`src/logic/force_disarm_pkg.sv`:
```
/*
  Shared constants and types for the relay output force/disarm block.
  Assumes one 250 MHz clock and a synchronous active-high reset.
*/
package force_disarm_pkg;

  localparam int NUM_GROUPS = 2;
  localparam int OUTS_PER_GROUP = 4;
  localparam int NUM_OUTS = NUM_GROUPS * OUTS_PER_GROUP;
  localparam int TIME_W = 16;
  localparam int ADDR_W = 8;

  // register byte offsets
  localparam logic [ADDR_W-1:0] REG_CTRL = 8'h00;
  localparam logic [ADDR_W-1:0] REG_FORCE_VAL = 8'h04;
  localparam logic [ADDR_W-1:0] REG_GRP_VAL = 8'h08;
  localparam logic [ADDR_W-1:0] REG_FORCE_CMD = 8'h0c;
  localparam logic [ADDR_W-1:0] REG_DISARM_CMD = 8'h10;
  localparam logic [ADDR_W-1:0] REG_FORCE_TIME = 8'h14;
  localparam logic [ADDR_W-1:0] REG_DISARM_TIME = 8'h18;
  localparam logic [ADDR_W-1:0] REG_STATUS = 8'h1c;

  // field positions
  localparam int CTRL_DIS_EN_BIT = 0;
  localparam int FCMD_GRP_LSB = 8;
  localparam int FCMD_PERM_BIT = 12;
  localparam int FCMD_REL_BIT = 13;
  localparam int DCMD_PERM_BIT = 4;
  localparam int DCMD_REL_BIT = 5;
  localparam int STAT_DIS_LSB = 8;
  localparam int STAT_FRC_LSB = 16;
  localparam int STAT_GRP_LSB = 24;
  localparam int STAT_ZONE_BIT = 28;
  localparam int STAT_SUPV_BIT = 29;

  // reset values
  localparam logic CTRL_RST = 1'b0;
  localparam logic [NUM_OUTS-1:0] FORCE_VAL_RST = 8'h00;
  localparam logic [NUM_GROUPS-1:0] GRP_VAL_RST = 2'h0;
  localparam logic [TIME_W-1:0] TIME_RST = 16'h0001;

  // time base
  localparam int CLK_PERIOD_NS = 4;
  localparam int TICK_PERIOD_NS = 1000000;
  localparam int TICK_CYCLES = TICK_PERIOD_NS / CLK_PERIOD_NS;

  typedef enum logic [1:0] {
    T_IDLE = 2'b00,
    T_TIMED = 2'b01,
    T_PERM = 2'b10
  } timer_state_t;

  typedef struct packed {
    logic [NUM_OUTS-1:0] cmd;
    logic [NUM_OUTS-1:0] latched;
    logic [NUM_OUTS-1:0] hold_run;
    logic zone_cmd;
    logic supv_cmd;
  } contact_in_t;

  typedef struct packed {
    logic [NUM_OUTS-1:0] relay;
    logic zone;
    logic supv;
  } contact_out_t;

endpackage

```
`src/logic/hold_timer.sv`:
```
/*
  Timed or permanent hold state, counted in time-base ticks.
  Assumes load and clear are one-cycle pulses; clear wins over load.
*/
`timescale 1ns/10ps
module hold_timer (
  input wire logic clk,
  input wire logic rst,
  input wire logic tick,
  input wire logic load,
  input wire logic perm,
  input wire logic clear,
  input wire logic [force_disarm_pkg::TIME_W-1:0] len,
  output logic active
);

  force_disarm_pkg::timer_state_t state;
  force_disarm_pkg::timer_state_t next_state;
  logic [force_disarm_pkg::TIME_W-1:0] cnt;
  logic [force_disarm_pkg::TIME_W-1:0] next_cnt;

  always_comb begin
    next_state = state;
    next_cnt = cnt;
    if (clear) begin
      next_state = force_disarm_pkg::T_IDLE;
      next_cnt = '0;
    end else if (load && (state != force_disarm_pkg::T_PERM)) begin
      // permanent hold ends only on release; zero length is a no-op
      if (perm) begin
        next_state = force_disarm_pkg::T_PERM;
      end else if (len != '0) begin
        next_state = force_disarm_pkg::T_TIMED;
        next_cnt = len;
      end
    end else begin
      unique case (state)
        force_disarm_pkg::T_IDLE: begin
        end
        force_disarm_pkg::T_TIMED: begin
          if (tick) begin
            if (cnt == 16'h0001) begin
              next_state = force_disarm_pkg::T_IDLE;
              next_cnt = '0;
            end else begin
              next_cnt = cnt - 16'h0001;
            end
          end
        end
        force_disarm_pkg::T_PERM: begin
        end
        default: begin
          next_state = force_disarm_pkg::T_IDLE;
        end
      endcase
    end
  end

  always_ff @(posedge clk) begin
    if (rst) begin
      state <= force_disarm_pkg::T_IDLE;
      cnt <= '0;
    end else begin
      state <= next_state;
      cnt <= next_cnt;
    end
  end

  assign active = (state != force_disarm_pkg::T_IDLE);

  property p_expire;
    @(posedge clk) disable iff (rst)
    (state == force_disarm_pkg::T_TIMED && tick && cnt == 16'h0001 && !load && !clear)
      |=> !active;
  endproperty
  a_expire: assert property (p_expire) else $error("timed hold did not expire");

  property p_perm_hold;
    @(posedge clk) disable iff (rst)
    (state == force_disarm_pkg::T_PERM && !clear) |=> (state == force_disarm_pkg::T_PERM);
  endproperty
  a_perm_hold: assert property (p_perm_hold) else $error("permanent hold dropped");

  property p_release;
    @(posedge clk) disable iff (rst)
    clear |=> !active;
  endproperty
  a_release: assert property (p_release) else $error("release did not clear hold");

endmodule

```
`src/logic/output_force_disarm_control.sv`:
```
/*
  Test-mode force and disarm override between protection relay commands
  and the relay contact drivers, with a plain register port.
  Assumes contact inputs are synchronous to clk; read data one cycle late.
*/
`timescale 1ns/10ps
module output_force_disarm_control #(
  parameter int TICK_CYCLES = force_disarm_pkg::TICK_CYCLES
) (
  input wire logic clk,
  input wire logic rst,
  input wire logic [force_disarm_pkg::ADDR_W-1:0] addr,
  input wire logic [31:0] wdata,
  input wire logic wr,
  input wire logic rd,
  output logic [31:0] rdata,
  input wire force_disarm_pkg::contact_in_t contact_in,
  output force_disarm_pkg::contact_out_t contact_out
);

  localparam int NO = force_disarm_pkg::NUM_OUTS;
  localparam int NG = force_disarm_pkg::NUM_GROUPS;
  localparam int OPG = force_disarm_pkg::OUTS_PER_GROUP;
  localparam int TW = force_disarm_pkg::TIME_W;
  localparam int CW = $clog2(TICK_CYCLES + 1);
  localparam logic [CW-1:0] TICK_LAST = CW'(TICK_CYCLES - 1);

  // settings
  logic disarm_en;
  logic next_disarm_en;
  logic [NO-1:0] force_val;
  logic [NO-1:0] next_force_val;
  logic [NG-1:0] grp_val;
  logic [NG-1:0] next_grp_val;
  logic [TW-1:0] force_time;
  logic [TW-1:0] next_force_time;
  logic [TW-1:0] disarm_time;
  logic [TW-1:0] next_disarm_time;

  // time base
  logic [CW-1:0] tick_cnt;
  logic [CW-1:0] next_tick_cnt;
  logic tick;

  // command decode
  logic force_wr;
  logic dis_wr;
  logic f_perm;
  logic f_rel;
  logic d_perm;
  logic d_rel;
  logic [NO-1:0] single_sel;
  logic [NG-1:0] grp_sel;
  logic [NG-1:0] dis_sel;
  logic [NO-1:0] single_load;
  logic [NO-1:0] single_clear;
  logic [NG-1:0] grp_load;
  logic [NG-1:0] grp_clear;
  logic [NG-1:0] dis_load;
  logic [NG-1:0] dis_clear;

  // hold states
  logic [NO-1:0] single_on;
  logic [NG-1:0] grp_on;
  logic [NG-1:0] dis_on;
  logic [NO-1:0] grp_vec;
  logic [NO-1:0] dis_vec;
  logic [NO-1:0] fval;
  logic [NO-1:0] blocked;
  logic [NO-1:0] eff_force;

  // contact state
  logic [NO-1:0] disarmed;
  logic [NO-1:0] next_disarmed;
  logic [NO-1:0] relay;
  logic [NO-1:0] next_relay;
  logic zone;
  logic next_zone;
  logic supv;
  logic next_supv;

  logic [31:0] next_rdata;

  // settings registers
  always_comb begin
    next_disarm_en = disarm_en;
    next_force_val = force_val;
    next_grp_val = grp_val;
    next_force_time = force_time;
    next_disarm_time = disarm_time;
    if (wr) begin
      unique case (addr)
        force_disarm_pkg::REG_CTRL: begin
          next_disarm_en = wdata[force_disarm_pkg::CTRL_DIS_EN_BIT];
        end
        force_disarm_pkg::REG_FORCE_VAL: begin
          next_force_val = wdata[NO-1:0];
        end
        force_disarm_pkg::REG_GRP_VAL: begin
          next_grp_val = wdata[NG-1:0];
        end
        force_disarm_pkg::REG_FORCE_TIME: begin
          next_force_time = wdata[TW-1:0];
        end
        force_disarm_pkg::REG_DISARM_TIME: begin
          next_disarm_time = wdata[TW-1:0];
        end
        default: begin
        end
      endcase
    end
  end

  always_ff @(posedge clk) begin
    if (rst) begin
      disarm_en <= force_disarm_pkg::CTRL_RST;
      force_val <= force_disarm_pkg::FORCE_VAL_RST;
      grp_val <= force_disarm_pkg::GRP_VAL_RST;
      force_time <= force_disarm_pkg::TIME_RST;
      disarm_time <= force_disarm_pkg::TIME_RST;
    end else begin
      disarm_en <= next_disarm_en;
      force_val <= next_force_val;
      grp_val <= next_grp_val;
      force_time <= next_force_time;
      disarm_time <= next_disarm_time;
    end
  end

  always_comb begin
    tick = (tick_cnt == TICK_LAST);
    next_tick_cnt = tick ? '0 : tick_cnt + CW'(1);
  end

  always_ff @(posedge clk) begin
    if (rst) begin
      tick_cnt <= '0;
    end else begin
      tick_cnt <= next_tick_cnt;
    end
  end

  // command strobes; a write with the release bit clears the selection
  always_comb begin
    force_wr = wr && (addr == force_disarm_pkg::REG_FORCE_CMD);
    dis_wr = wr && (addr == force_disarm_pkg::REG_DISARM_CMD);
    f_perm = wdata[force_disarm_pkg::FCMD_PERM_BIT];
    f_rel = wdata[force_disarm_pkg::FCMD_REL_BIT];
    d_perm = wdata[force_disarm_pkg::DCMD_PERM_BIT];
    d_rel = wdata[force_disarm_pkg::DCMD_REL_BIT];
    single_sel = force_wr ? wdata[NO-1:0] : '0;
    grp_sel = force_wr ? wdata[force_disarm_pkg::FCMD_GRP_LSB +: NG] : '0;
    dis_sel = dis_wr ? wdata[NG-1:0] : '0;
    // single force taken only when not disarmed; group force load is not gated
    single_load = single_sel & ~disarmed & {NO{~f_rel}};
    single_clear = single_sel & {NO{f_rel}};
    grp_load = grp_sel & {NG{~f_rel}};
    grp_clear = grp_sel & {NG{f_rel}};
    // disarm needs enable and a command
    dis_load = dis_sel & {NG{~d_rel & disarm_en}};
    dis_clear = (dis_sel & {NG{d_rel}}) | {NG{~disarm_en}};
  end

  genvar i;
  genvar g;

  generate
    for (i = 0; i < NO; i++) begin : g_single
      hold_timer u_single (
        .clk(clk),
        .rst(rst),
        .tick(tick),
        .load(single_load[i]),
        .perm(f_perm),
        .clear(single_clear[i]),
        .len(force_time),
        .active(single_on[i])
      );
    end
  endgenerate

  // group force and group disarm holds
  generate
    for (g = 0; g < NG; g++) begin : g_group
      hold_timer u_grp_force (
        .clk(clk),
        .rst(rst),
        .tick(tick),
        .load(grp_load[g]),
        .perm(f_perm),
        .clear(grp_clear[g]),
        .len(force_time),
        .active(grp_on[g])
      );
      hold_timer u_grp_disarm (
        .clk(clk),
        .rst(rst),
        .tick(tick),
        .load(dis_load[g]),
        .perm(d_perm),
        .clear(dis_clear[g]),
        .len(disarm_time),
        .active(dis_on[g])
      );
    end
  endgenerate

  // group force value overrides single value
  generate
    for (i = 0; i < NO; i++) begin : g_map
      assign grp_vec[i] = grp_on[i / OPG];
      assign dis_vec[i] = dis_on[i / OPG];
      assign fval[i] = grp_on[i / OPG] ? grp_val[i / OPG] : force_val[i];
    end
  endgenerate

  always_comb begin
    blocked = contact_in.latched | contact_in.hold_run;
    // disarm waits for latch and hold timer
    next_disarmed = dis_vec & {NO{disarm_en}} & (disarmed | ~blocked);
    // force applies only to armed outputs
    eff_force = (grp_vec | single_on) & ~disarmed;
    next_relay = (relay & disarmed)
               | (fval & eff_force)
               | (contact_in.cmd & ~disarmed & ~eff_force);
    next_zone = contact_in.zone_cmd;
    next_supv = contact_in.supv_cmd;
  end

  always_ff @(posedge clk) begin
    if (rst) begin
      disarmed <= '0;
      relay <= '0;
      zone <= 1'b0;
      supv <= 1'b0;
    end else begin
      disarmed <= next_disarmed;
      relay <= next_relay;
      zone <= next_zone;
      supv <= next_supv;
    end
  end

  assign contact_out.relay = relay;
  assign contact_out.zone = zone;
  assign contact_out.supv = supv;

  // command registers read as zero; unmapped addresses too
  always_comb begin
    next_rdata = '0;
    if (rd) begin
      unique case (addr)
        force_disarm_pkg::REG_CTRL: begin
          next_rdata[force_disarm_pkg::CTRL_DIS_EN_BIT] = disarm_en;
        end
        force_disarm_pkg::REG_FORCE_VAL: begin
          next_rdata[NO-1:0] = force_val;
        end
        force_disarm_pkg::REG_GRP_VAL: begin
          next_rdata[NG-1:0] = grp_val;
        end
        force_disarm_pkg::REG_FORCE_TIME: begin
          next_rdata[TW-1:0] = force_time;
        end
        force_disarm_pkg::REG_DISARM_TIME: begin
          next_rdata[TW-1:0] = disarm_time;
        end
        force_disarm_pkg::REG_STATUS: begin
          next_rdata[NO-1:0] = relay;
          next_rdata[force_disarm_pkg::STAT_DIS_LSB +: NO] = disarmed;
          next_rdata[force_disarm_pkg::STAT_FRC_LSB +: NO] = eff_force;
          next_rdata[force_disarm_pkg::STAT_GRP_LSB +: NG] = dis_on;
          next_rdata[force_disarm_pkg::STAT_ZONE_BIT] = zone;
          next_rdata[force_disarm_pkg::STAT_SUPV_BIT] = supv;
        end
        default: begin
        end
      endcase
    end
  end

  always_ff @(posedge clk) begin
    if (rst) begin
      rdata <= '0;
    end else begin
      rdata <= next_rdata;
    end
  end

  property p_grp_prio;
    @(posedge clk) disable iff (rst)
    ((grp_vec & ~disarmed) != '0)
      |=> (((relay ^ $past(grp_val[0] ? 8'h0f : 8'h00) ^ $past(grp_val[1] ? 8'hf0 : 8'h00))
            & $past(grp_vec & ~disarmed)) == '0);
  endproperty
  a_grp_prio: assert property (p_grp_prio) else $error("group force value not applied");

  property p_ignore_force;
    @(posedge clk) disable iff (rst)
    ((single_sel & disarmed & ~single_on) != '0)
      |=> ((single_on & $past(single_sel & disarmed & ~single_on)) == '0);
  endproperty
  a_ignore_force: assert property (p_ignore_force) else $error("disarmed output took force");

  property p_single_force;
    @(posedge clk) disable iff (rst)
    ((single_on & ~grp_vec & ~disarmed) != '0)
      |=> (((relay ^ $past(force_val)) & $past(single_on & ~grp_vec & ~disarmed)) == '0);
  endproperty
  a_single_force: assert property (p_single_force) else $error("single force not applied");

  property p_no_switch;
    @(posedge clk) disable iff (rst)
    (disarmed != '0) |=> ((relay & $past(disarmed)) == $past(relay & disarmed));
  endproperty
  a_no_switch: assert property (p_no_switch) else $error("disarmed contact switched");

  property p_zone_free;
    @(posedge clk) disable iff (rst)
    (dis_on != '0) ##1 1'b1 |-> (zone == $past(contact_in.zone_cmd))
      && (supv == $past(contact_in.supv_cmd));
  endproperty
  a_zone_free: assert property (p_zone_free) else $error("zone or supervision blocked");

  property p_latch_wait;
    @(posedge clk) disable iff (rst)
    ((blocked & ~disarmed) != '0) |=> ((disarmed & $past(blocked & ~disarmed)) == '0);
  endproperty
  a_latch_wait: assert property (p_latch_wait) else $error("blocked output disarmed");

  property p_enable_off;
    @(posedge clk) disable iff (rst)
    !disarm_en |=> (disarmed == '0) && (dis_on == '0);
  endproperty
  a_enable_off: assert property (p_enable_off) else $error("disarm while enable off");

  property p_need_cmd;
    @(posedge clk) disable iff (rst)
    (dis_on == '0 && dis_load == '0) |=> (dis_on == '0) ##1 (disarmed == '0);
  endproperty
  a_need_cmd: assert property (p_need_cmd) else $error("disarm without command");

endmodule

```
`config.mk`:
```
export PLATFORM = sky130hd
export DESIGN_NAME = output_force_disarm_control
export DESIGN_NICKNAME = d
export VERILOG_FILES = /design/src/logic/force_disarm_pkg.sv /design/src/logic/hold_timer.sv /design/src/logic/output_force_disarm_control.sv
export SDC_FILE = /design/constraint.sdc
export NUM_CORES = 1
export LEC_CHECK = 0
export ABC_AREA = 1
export BUFFER_PORTS_ARGS = -buffer_cell sky130_fd_sc_hd__buf_2
export CAP_MARGIN = 0
export CORE_MARGIN = 2
export CORE_UTILIZATION = 38
export CTS_CLUSTER_DIAMETER = 100
export DETAILED_ROUTE_END_ITERATION = 7
export PLACE_DENSITY = 0.58
export REMOVE_ABC_BUFFERS = 1
export SYNTH_ARGS = -nofsm -noshare
export SYNTH_HDL_FRONTEND = slang
export SYNTH_SLANG_ARGS = --single-unit
```
`constraint.sdc`:
```
create_clock -name clk -period 1.71 [get_ports clk]
set_input_delay 0.2565 -clock clk [delete_from_list [all_inputs] [get_ports clk]]
set_output_delay 0.2565 -clock clk [all_outputs]
set_load 0.02 [all_outputs]
```
# --- Yosys cells after proc, flatten, opt, wreduce, memory -nomap -nowiden ---
# Index checks and enable logic that the tools add are counted.
word_totals:
  out_inout_bits: 42
  ff_bits: 327
  mem_bits_rw: 0
  latchBits: 0
  in_bits: 70
  wordCells: 447
  romBits: 0
  n_memories: 0
classes:
  shifts: 0
  n_reduce_logical: 121
  bitwise: 29
  multipliers: 0
  n_lt_le_gt_ge: 0
  add_sub_neg: 13
  muxes: 119
  div_mod_pow: 0
  n_eq_ne: 128
op_table:
  columns: ["op", "n"]
  rows:
  - ["16-bit 2-to-1 mux", 52]
  - ["16-bit by 1-bit == test with 1-bit output (second input constant)", 12]
  - ["16-bit by 1-bit subtractor with 16-bit output (second input constant)", 12]
  - ["4-bit AND reduction", 24]
  - ["2-bit 2-to-1 mux", 42]
  - ["8-bit bitwise AND", 10]
  - ["2-bit nonzero test", 36]
  - ["3-bit by 1-bit != test with 1-bit output (second input constant)", 22]
  - ["2-bit != test (second input constant)", 28]
  - ["2-bit OR reduction", 26]
  - ["2-bit case mux with 2 select lines", 12]
  - ["2-bit by 1-bit != test with 1-bit output (second input constant)", 20]
  - ["8-bit OR", 5]
  - ["8-bit by 5-bit == test with 1-bit output (second input constant)", 4]
  - ["16-bit nonzero test", 2]
  - ["3-bit by 2-bit != test with 1-bit output (second input constant)", 10]
  - ["2-bit by 1-bit == test with 1-bit output (second input constant)", 12]
  - ["2-bit == test (second input constant)", 12]
  - ["2-bit zero test", 12]
  - ["8-bit NOT", 3]
  - ["6-bit case mux with 4 select lines", 1]
  - ["8-bit case mux with 3 select lines", 1]
  - ["18-bit by 1-bit adder with 18-bit output (second input constant)", 1]
  - ["18-bit == test (second input constant)", 1]
  - ["15 further kinds", 50]

# --- Longest topological paths before layout ---
# Gate-level depths: netlist (run 1).
depth:
  depth_word: 8
  ltp_mapped: 14
  depth_no_buf: 13

# --- Hierarchy ---
# From an unflattened synthesis (run 1), not the netlist that was laid out.
unflattened:
  cells_unflattened: 4034
  hier_area_um2: 22913.2
modules_own_cells:
  columns: ["mod", "seq_area_each_um2", "area_each_um2", "n_inst", "cells_each"]
  rows:
  - ["hold_timer", 360.3, 1503.9, 12, 278]
  - ["output_force_disarm_control", 2142.1, 4865.9, 1, 698]

# --- Worst setup path before layout (run 1) ---
# No wires, ideal clock.
synth_path:
  path_type: "register to register"
  start: "register tick_cnt[0]"
  end: "register g_single[0].u_single.cnt[6] (netlist name)"
  path_buffers: 3
  arrival_ns: 1.768
  synth_period_minus_slack_ns: 1.881
  t_required_ns: 1.597
  path_slack_ns: -0.171
  setup_ns: 0.113
  path_stages_with_launch: 14
  cell_sequence: "dfxtp_1 > ha_1 > nand2_1 > nor2_1 > nand2_1 > nor3_1 > buf_4 > nand2_1 > nand2_1 > nand2_1 > buf_4 > buf_4 > nor2_1 > nor2_1"
synth_via:
  elab_chain_cells: 3
synth_rtl:
  columns: ["item", "line_no", "source"]
  rows:
  - ["from (decl)", "output_force_disarm_control.sv:41", "logic [CW-1:0] tick_cnt;"]
  - ["from (signal assigned)", "output_force_disarm_control.sv:139", "tick_cnt <= next_tick_cnt;"]
  - ["18-bit == test", "output_force_disarm_control.sv:131", "tick = (tick_cnt == TICK_LAST);"]
  - ["2-bit nonzero test (no line)", null, null]
  - ["4-bit AND reduction (no line)", null, null]
  - ["to (signal assigned)", "hold_timer.sv:65", "cnt <= next_cnt;"]
  - ["to (decl)", "hold_timer.sv:19", "logic [force_disarm_pkg::TIME_W-1:0] cnt;"]
# Every way passes these cells.
# A chain may end at the register's enable or synchronous reset.

# --- Worst setup path after layout (run 1) ---
layout_path:
  start: "register tick_cnt[1]"
  end: "register g_single[4].u_single.cnt[14] (netlist name)"
layout_via:
  elab_chain_cells: 3
layout_rtl:
  columns: ["item", "line_no"]
  rows:
  - ["18-bit == test", "output_force_disarm_control.sv:131"]
  - ["2-bit nonzero test (no line)", null]
  - ["4-bit AND reduction (no line)", null]
  - ["to (signal assigned)", "hold_timer.sv:65"]
  - ["to (decl)", "hold_timer.sv:19"]
# Every way passes these cells.

==> qor.csv, run 1 <==
stage;metric;value;unit
worst_hold_path;holdPathStages;4;
clocking;cts_tree;done;
die;core;52600;um^2
placement;place_area;24000;um^2
clocking;clock_tree.htree_level_count;2;
timing;rsz0062_at_grt;true;
job;cap_viol_max_count;0;
logic_synthesis;synth_area_per_cell;6.09;um^2
status;violations;negative setup slack;
placement;gp_congestion;0.918;
die;ioPinCount;112;
setup_path;path_class;reg -> reg;
die;die-area;55100;um^2
timing;slew_headroom;0.520;
logic_synthesis;seq_area_frac_synth;0.320;
drt;vias_per_cell;4.99;
setup_path;cp.required;2160;ps
logic_synthesis;synth_flop_cell;dfxtp_1;
logic_synthesis;ys_seq_elements;323;
drt;first_pass_iters;5;
logic_synthesis;ys_warn_count;0;
final_layout;layout-drive-gt1-share;0.236;
power;p_leak;13.6;nW
logic_synthesis;async_reset_ff_frac;0;
global_routing;grt_pass1_wl;112;mm
clocking;path_clk_slew;60;ps
setup_path;worstPathArrival;2490;ps
die;std_cell_rows;84;
timing;finalSetupTns;-45440;ps
timing;tightestPinTransition;719;ps
power;power.combinational.fraction;0.053;
timing;post-route-min-period;2040;ps
status;status;complete, but fails checks;
logic_synthesis;syn_area;20200;um^2
setup_path;startpoint_type;flip-flop;
worst_hold_path;worstHoldStart;contact_in[11];
timing;hold_viol_final;0;
global_routing;grt_max_degree;33;
power;ir_drop;557;uV
global_routing;grt_pass1_vias;20626;
power;p_clk_frac;0.500;
power;power_density;617;nW/um^2
power;p_seq_frac;0.447;
timing;drv_slew;0;
placement;pre_cts_ws;-415;ps
placement;portBuffers;91;
timing;min_period_over_period;1.19;
drt;drc;0;
clocking;clock-sinks;323;
power;internal_power;13.0;mW
final_layout;syn_to_final_growth;36.4;%
setup_path;r2r_end;g_single[4].u_single.cnt[14];
worst_hold_path;hold_end;disarmed[1];
setup_path;r2r_setup_slack;-330;ps
timing;setup_ws;-330;ps
placement;dp_hpwl;51.9;mm
clocking;cts_buffer_depth;3;
drt;initialDrtViolationCount;1810;
drt;wl_per_cell;16.4;um
final_layout;n_fill_cell;5386;
die;initial_core_util;0.385;
setup_path;end_kind;flip-flop;
logic_synthesis;synth_edf_count;0;
power;p_sw;4.03;mW
final_layout;nets;3863;
timing;setup_viol;220;
worst_hold_path;hold_path_class;in -> reg;
timing;fmax;490;MHz
clocking;root_buffer;clkbuf_16;
power;switching_share;0.236;
clocking;clock_latency;570;ps
setup_path;critPathMaxFanout;6;
die;die_w;235;um
final_layout;fin_area;27600;um^2
logic_synthesis;netlist_instances;3321;
setup_path;reg2reg_depth;14;
drt;routed_wl;73.3;mm
die;die_h;235;um
global_routing;antenna_found_initial;1;
drt;vias;22344;
setup_path;reg2reg_from;tick_cnt[1];
clocking;cts_inserted_buffers;41;
global_routing;grt_usage;0.254;
drt;antenna_left;0;
timing;skew;18.4;ps
logic_synthesis;synthDistinctLibCells;47;
global_routing;grt_overflow;0;
-- synth_stat cells (7+ instances only) --
| master | instances | share of area |
|---|---|---|
| ha_1 | 25 | 0.015 |
| o22ai_1 | 117 | 0.036 |
| buf_2 | 30 | 0.0074 |
| nor2_1 | 765 | 0.14 |
| clkbuf_1 | 50 | 0.0093 |
| xnor2_1 | 23 | 0.010 |
| dfxtp_1 | 323 | 0.32 |
| clkinv_1 | 13 | 0.0024 |
| nand3b_1 | 12 | 0.0045 |
| nor3_1 | 25 | 0.0062 |
| a31oi_1 | 19 | 0.0059 |
| xor2_1 | 111 | 0.048 |
| inv_1 | 394 | 0.073 |
| buf_4 | 20 | 0.0074 |
| inv_2 | 11 | 0.0020 |
| or2_2 | 7 | 0.0022 |
| nand4_1 | 18 | 0.0056 |
| nand2_1 | 829 | 0.15 |
| o21ai_0 | 179 | 0.044 |
| nand3_1 | 181 | 0.045 |
| a21oi_1 | 87 | 0.022 |
| buf_6 | 16 | 0.0089 |
| o21a_1 | 7 | 0.0026 |
-- power by group through the flow --
stage	sequential, mW	combinational [mW]	clock, mW
final	7.61	0.898	8.52
after global routing	7.61	0.978	8.95
after CTS	7.61	0.855	8.68
after detailed placement	7.77	0.815	0
after global placement	7.77	0.812	0
after floorplan	7.77	0.322	0
-- critical path, stage by stage (launching register included) --
cell       delay (ps)
dfxtp_2           350
ha_4              150
nand2_4            50
nor2_4            100
nand2_2            70
buf_6             120
nor3_4            140
buf_12            150
buf_12            140
nand2_4            60
o21ai_4            90
nand2_4           120
clkbuf_16         190
nor2_2            120
nor2_1             50
-- cell type report --
cell class	instances	area, um^2	share of cell area
Clock inverter	4	70.1	0.00254
Antenna cell	1	2.50	0.0000907
Tap cell	688	861	0.0312
Multi-Input combinational cell	2466	12900	0.467
Inverter	419	1600	0.0581
Timing Repair Buffer	517	4480	0.162
Sequential cell	323	6470	0.235
Clock buffer	64	1200	0.0436
-- worst max-delay path by stage --
stage | startpoint | to | slack (ps) | cells past startpoint
finish | tick_cnt[1] | g_single[4].u_single.cnt[14] | -330 | 14
global route | tick_cnt[17] | g_single[4].u_single.cnt[14] | -420 | 13
CTS | tick_cnt[0] | g_group[1].u_grp_force.cnt[12] | -310 | 13
detailed placement | tick_cnt[1] | g_group[1].u_grp_force.cnt[12] | -420 | 12
global placement | addr[7] | g_single[4].u_single.cnt[2] | -400 | 13
floorplan | addr[7] | g_single[1].u_single.cnt[13] | -870 | 10
-- layout by cell type (no fill, tap or decap), drive strengths merged, types with 17 or more instances in the layout --
master	synthesis	final
nand4	19	19
nor3	25	25
clkbuf	50	72
xor2	111	111
o22ai	117	117
nand2	835	838
inv	405	404
nor2	772	772
ha	25	25
dfxtp	323	323
a21oi	88	88
xnor2	23	23
o21ai	187	187
nand3	191	191
buf	69	495
clkinv	14	17
a31oi	19	19
-- layer usage --
metal,part of all wire,global-route usage
met2,0.44,0.389
met1,0.45,0.346
met4,0.039,0.107
met5,0,0
met3,0.071,0.0502
-- per-stage QoR --
stage | std cells | hold WS, ps | power (mW) | util
global placement | 4359 | 417 | 8.58 | 0.457
CTS | 4464 | 0.539 | 17.1 | 0.498
floorplan | 3205 | 326 | 8.10 | -
detailed placement | 4359 | 412 | 8.59 | 0.457
global route | 4481 | 23.0 | 17.5 | 0.525
finish | 4482 | 33.6 | 17.0 | 0.525
-- cells by family (layout without fill, tap and decap cells) --
family	after synthesis	in the layout	share of synthesized area
adder cells (fa/ha/maj)	25	25	0.0155
other	1	5	0.000185
flip-flops	323	323	0.320
AND/OR/NAND/NOR	1864	1867	0.373
XOR/XNOR	134	134	0.0580
buffers and inverters	538	1004	0.112
AO/OA/AOI/OAI	436	436	0.121
-- state kept, by name, summed over array words and instances, names as in the netlist, 16 cells and up --
signal                    count
g_single.u_single.cnt       128
g_group.u_grp_disarm.cnt     32
g_group.u_grp_force.cnt      32
rdata                        28
tick_cnt                     18
disarm_time                  16
force_time                   16
g_single.u_single.state      16
-- repair_timing --
item	in CTS	in global routing
pin swaps	76	118
setup buffers	10	7
gates cloned	13	11
gates resized for setup	172	336
setup endpoints to repair	220	233
hold endpoints to repair	11	0
hold buffers	14	0
Note: power is estimated with default switching activity, not from simulation.
==> run 2: changes to the inputs <==
Settings changed: HOLD_SLACK_MARGIN set to 0.06, REMOVE_ABC_BUFFERS 1 to unset, SLEW_MARGIN set to 10.
==> qor.csv, run 2 (synthesis gave the netlist of run 1 again) <==
stage;metric;value;unit
status;status;complete, but fails checks;
status;violations;negative setup slack;
timing;skew;25.0;ps
power;ir_drop;702;uV
placement;dp_hpwl;51.5;mm
setup_path;startpoint_type;flip-flop;
timing;post-route-min-period;1880;ps
drt;routed_wl;70.7;mm
power;p_clk_frac;0.518;
drt;drc;0;
timing;finalSetupTns;-12470;ps
drt;vias;22060;
global_routing;grt_pass1_wl;110;mm
die;die_w;235;um
final_layout;layout-drive-gt1-share;0.177;
final_layout;final_util;0.499;
timing;setup_ws;-166;ps
clocking;cts_inserted_buffers;41;
setup_path;r2r_setup_slack;-170;ps
global_routing;grt_max_degree;33;
setup_path;critPathMaxFanout;25;
timing;hold_viol_final;0;
global_routing;grt_overflow;0;
die;core;52600;um^2
setup_path;path_class;reg -> reg;
final_layout;syn_to_final_growth;29.7;%
final_layout;final_cell_mix;nand2_1, nor2_1, inv_1, buf_4, dfxtp_1;
drt;wl_per_cell;15.8;um
die;die_h;235;um
die;ioPinCount;112;
die;initial_core_util;0.385;
setup_path;end_kind;flip-flop;
placement;portBuffers;91;
setup_path;cp.required;2170;ps
final_layout;largest_reg_flops;128;
setup_path;worstPathArrival;2340;ps
die;std_cell_rows;84;
final_layout;reg_top3;g_single.u_single.cnt: 128 flops, g_group.u_grp_disarm.cnt: 32 flops, g_group.u_grp_force.cnt: 32 flops;
final_layout;nets;3849;
timing;min_period_over_period;1.10;
power;power_density;674;nW/um^2
clocking;path_clk_slew;60;ps
power;p_leak;13.4;nW
power;internal_power;13.5;mW
die;die-area;55100;um^2
clocking;cts_tree;done;
power;switching_share;0.235;
drt;antenna_left;0;
final_layout;diodes;0;
power;power.combinational.fraction;0.051;
drt;initialDrtViolationCount;1824;
clocking;root_buffer;clkbuf_16;
power;power;17.7;mW
global_routing;grt_usage;0.251;
clocking;clock-sinks;323;
drt;first_pass_iters;5;
global_routing;grt_pass1_vias;20182;
timing;rsz0062_at_grt;true;
worst_hold_path;hold_path_class;in -> reg;
drt;vias_per_cell;4.93;
placement;gp_congestion;0.907;
timing;setup_viol;185;
timing;drv_slew;0;
power;p_sw;4.15;mW
global_routing;antenna_found_initial;6;
power;p_seq_frac;0.431;
clocking;clock_latency;570;ps
job;cap_viol_max_count;0;
timing;fmax;533;MHz
final_layout;largest_register;g_single.u_single.cnt;
clocking;cts_buffer_depth;3;
clocking;clock_tree.htree_level_count;2;
final_layout;final_common_cell;nand2_1;
timing;whs;115;ps
==> run 2: layout make-up <==
type / count / area [um^2]
clock inverter: 12 / 145
sequential: 323 / 6470
clock buffer: 63 / 1270
inverter: 419 / 1580
timing repair buffer: 503 / 4020
multi-input combinational: 2466 / 11900
tap: 688 / 861
fill: 5427 / 26300
==> run 2: repair_timing <==
item / 4_1_cts / 5_1_grt
hold buffers: 32 / 0
pin swaps: 21 / 9
endpoints found under the setup margin: 216 / 231
setup buffers: 3 / 1
gates cloned: 4 / 0
gates resized for setup: 106 / 28
hold endpoints to repair: 25 / 0
==> run 2: path summary, 6_finish.rpt <==
check,from,end,depth (start not counted)
max,tick_cnt[1],g_single[4].u_single.cnt[5],13
min,wdata[9],force_time[9],3
max reg2reg,tick_cnt[1],g_single[4].u_single.cnt[5],13
min reg2reg,zone,rdata[28],2
==> run 2: critical path, stage by stage (launching register included) <==
cell     delay, ps
dfxtp_2        350
ha_4           150
nand2_4         60
nor2_4         100
nand2_4         90
nor3_4         160
buf_12         180
buf_4          120
nand2_2         50
o21ai_4         80
nand2_2         90
buf_12         160
nor2_1         100
nor2_1          50
==> run 2: power groups by stage <==
stage | sequential, mW | combinational, mW | clock [mW]
final | 7.61 | 0.906 | 9.14
after global routing | 7.61 | 0.979 | 9.63
after CTS | 7.61 | 0.892 | 9.36
after detailed placement | 7.78 | 0.813 | 0
after global placement | 7.78 | 0.810 | 0
after floorplan | 7.77 | 0.371 | 0
==> run 2: metal layers <==
layer  vias up  GRT usage  part of all wire  wire (um)
met5         -          0                 0          0
met2       645      0.396              0.44      31000
met3       141     0.0412             0.070       4940
met4         0      0.108             0.042       2940
met1      9970      0.339              0.45      31800
li1      11304          -                 -          -
==> run 2: through the flow <==
step,setup slack (ps),instance area (um^2),instances
after detailed placement,-437,24000,4359
after CTS,-175,26100,4473
final,-166,26200,4474
after floorplan,0.842,20300,3324
after global routing,-294,26200,4474
after global placement,-364,24000,4359
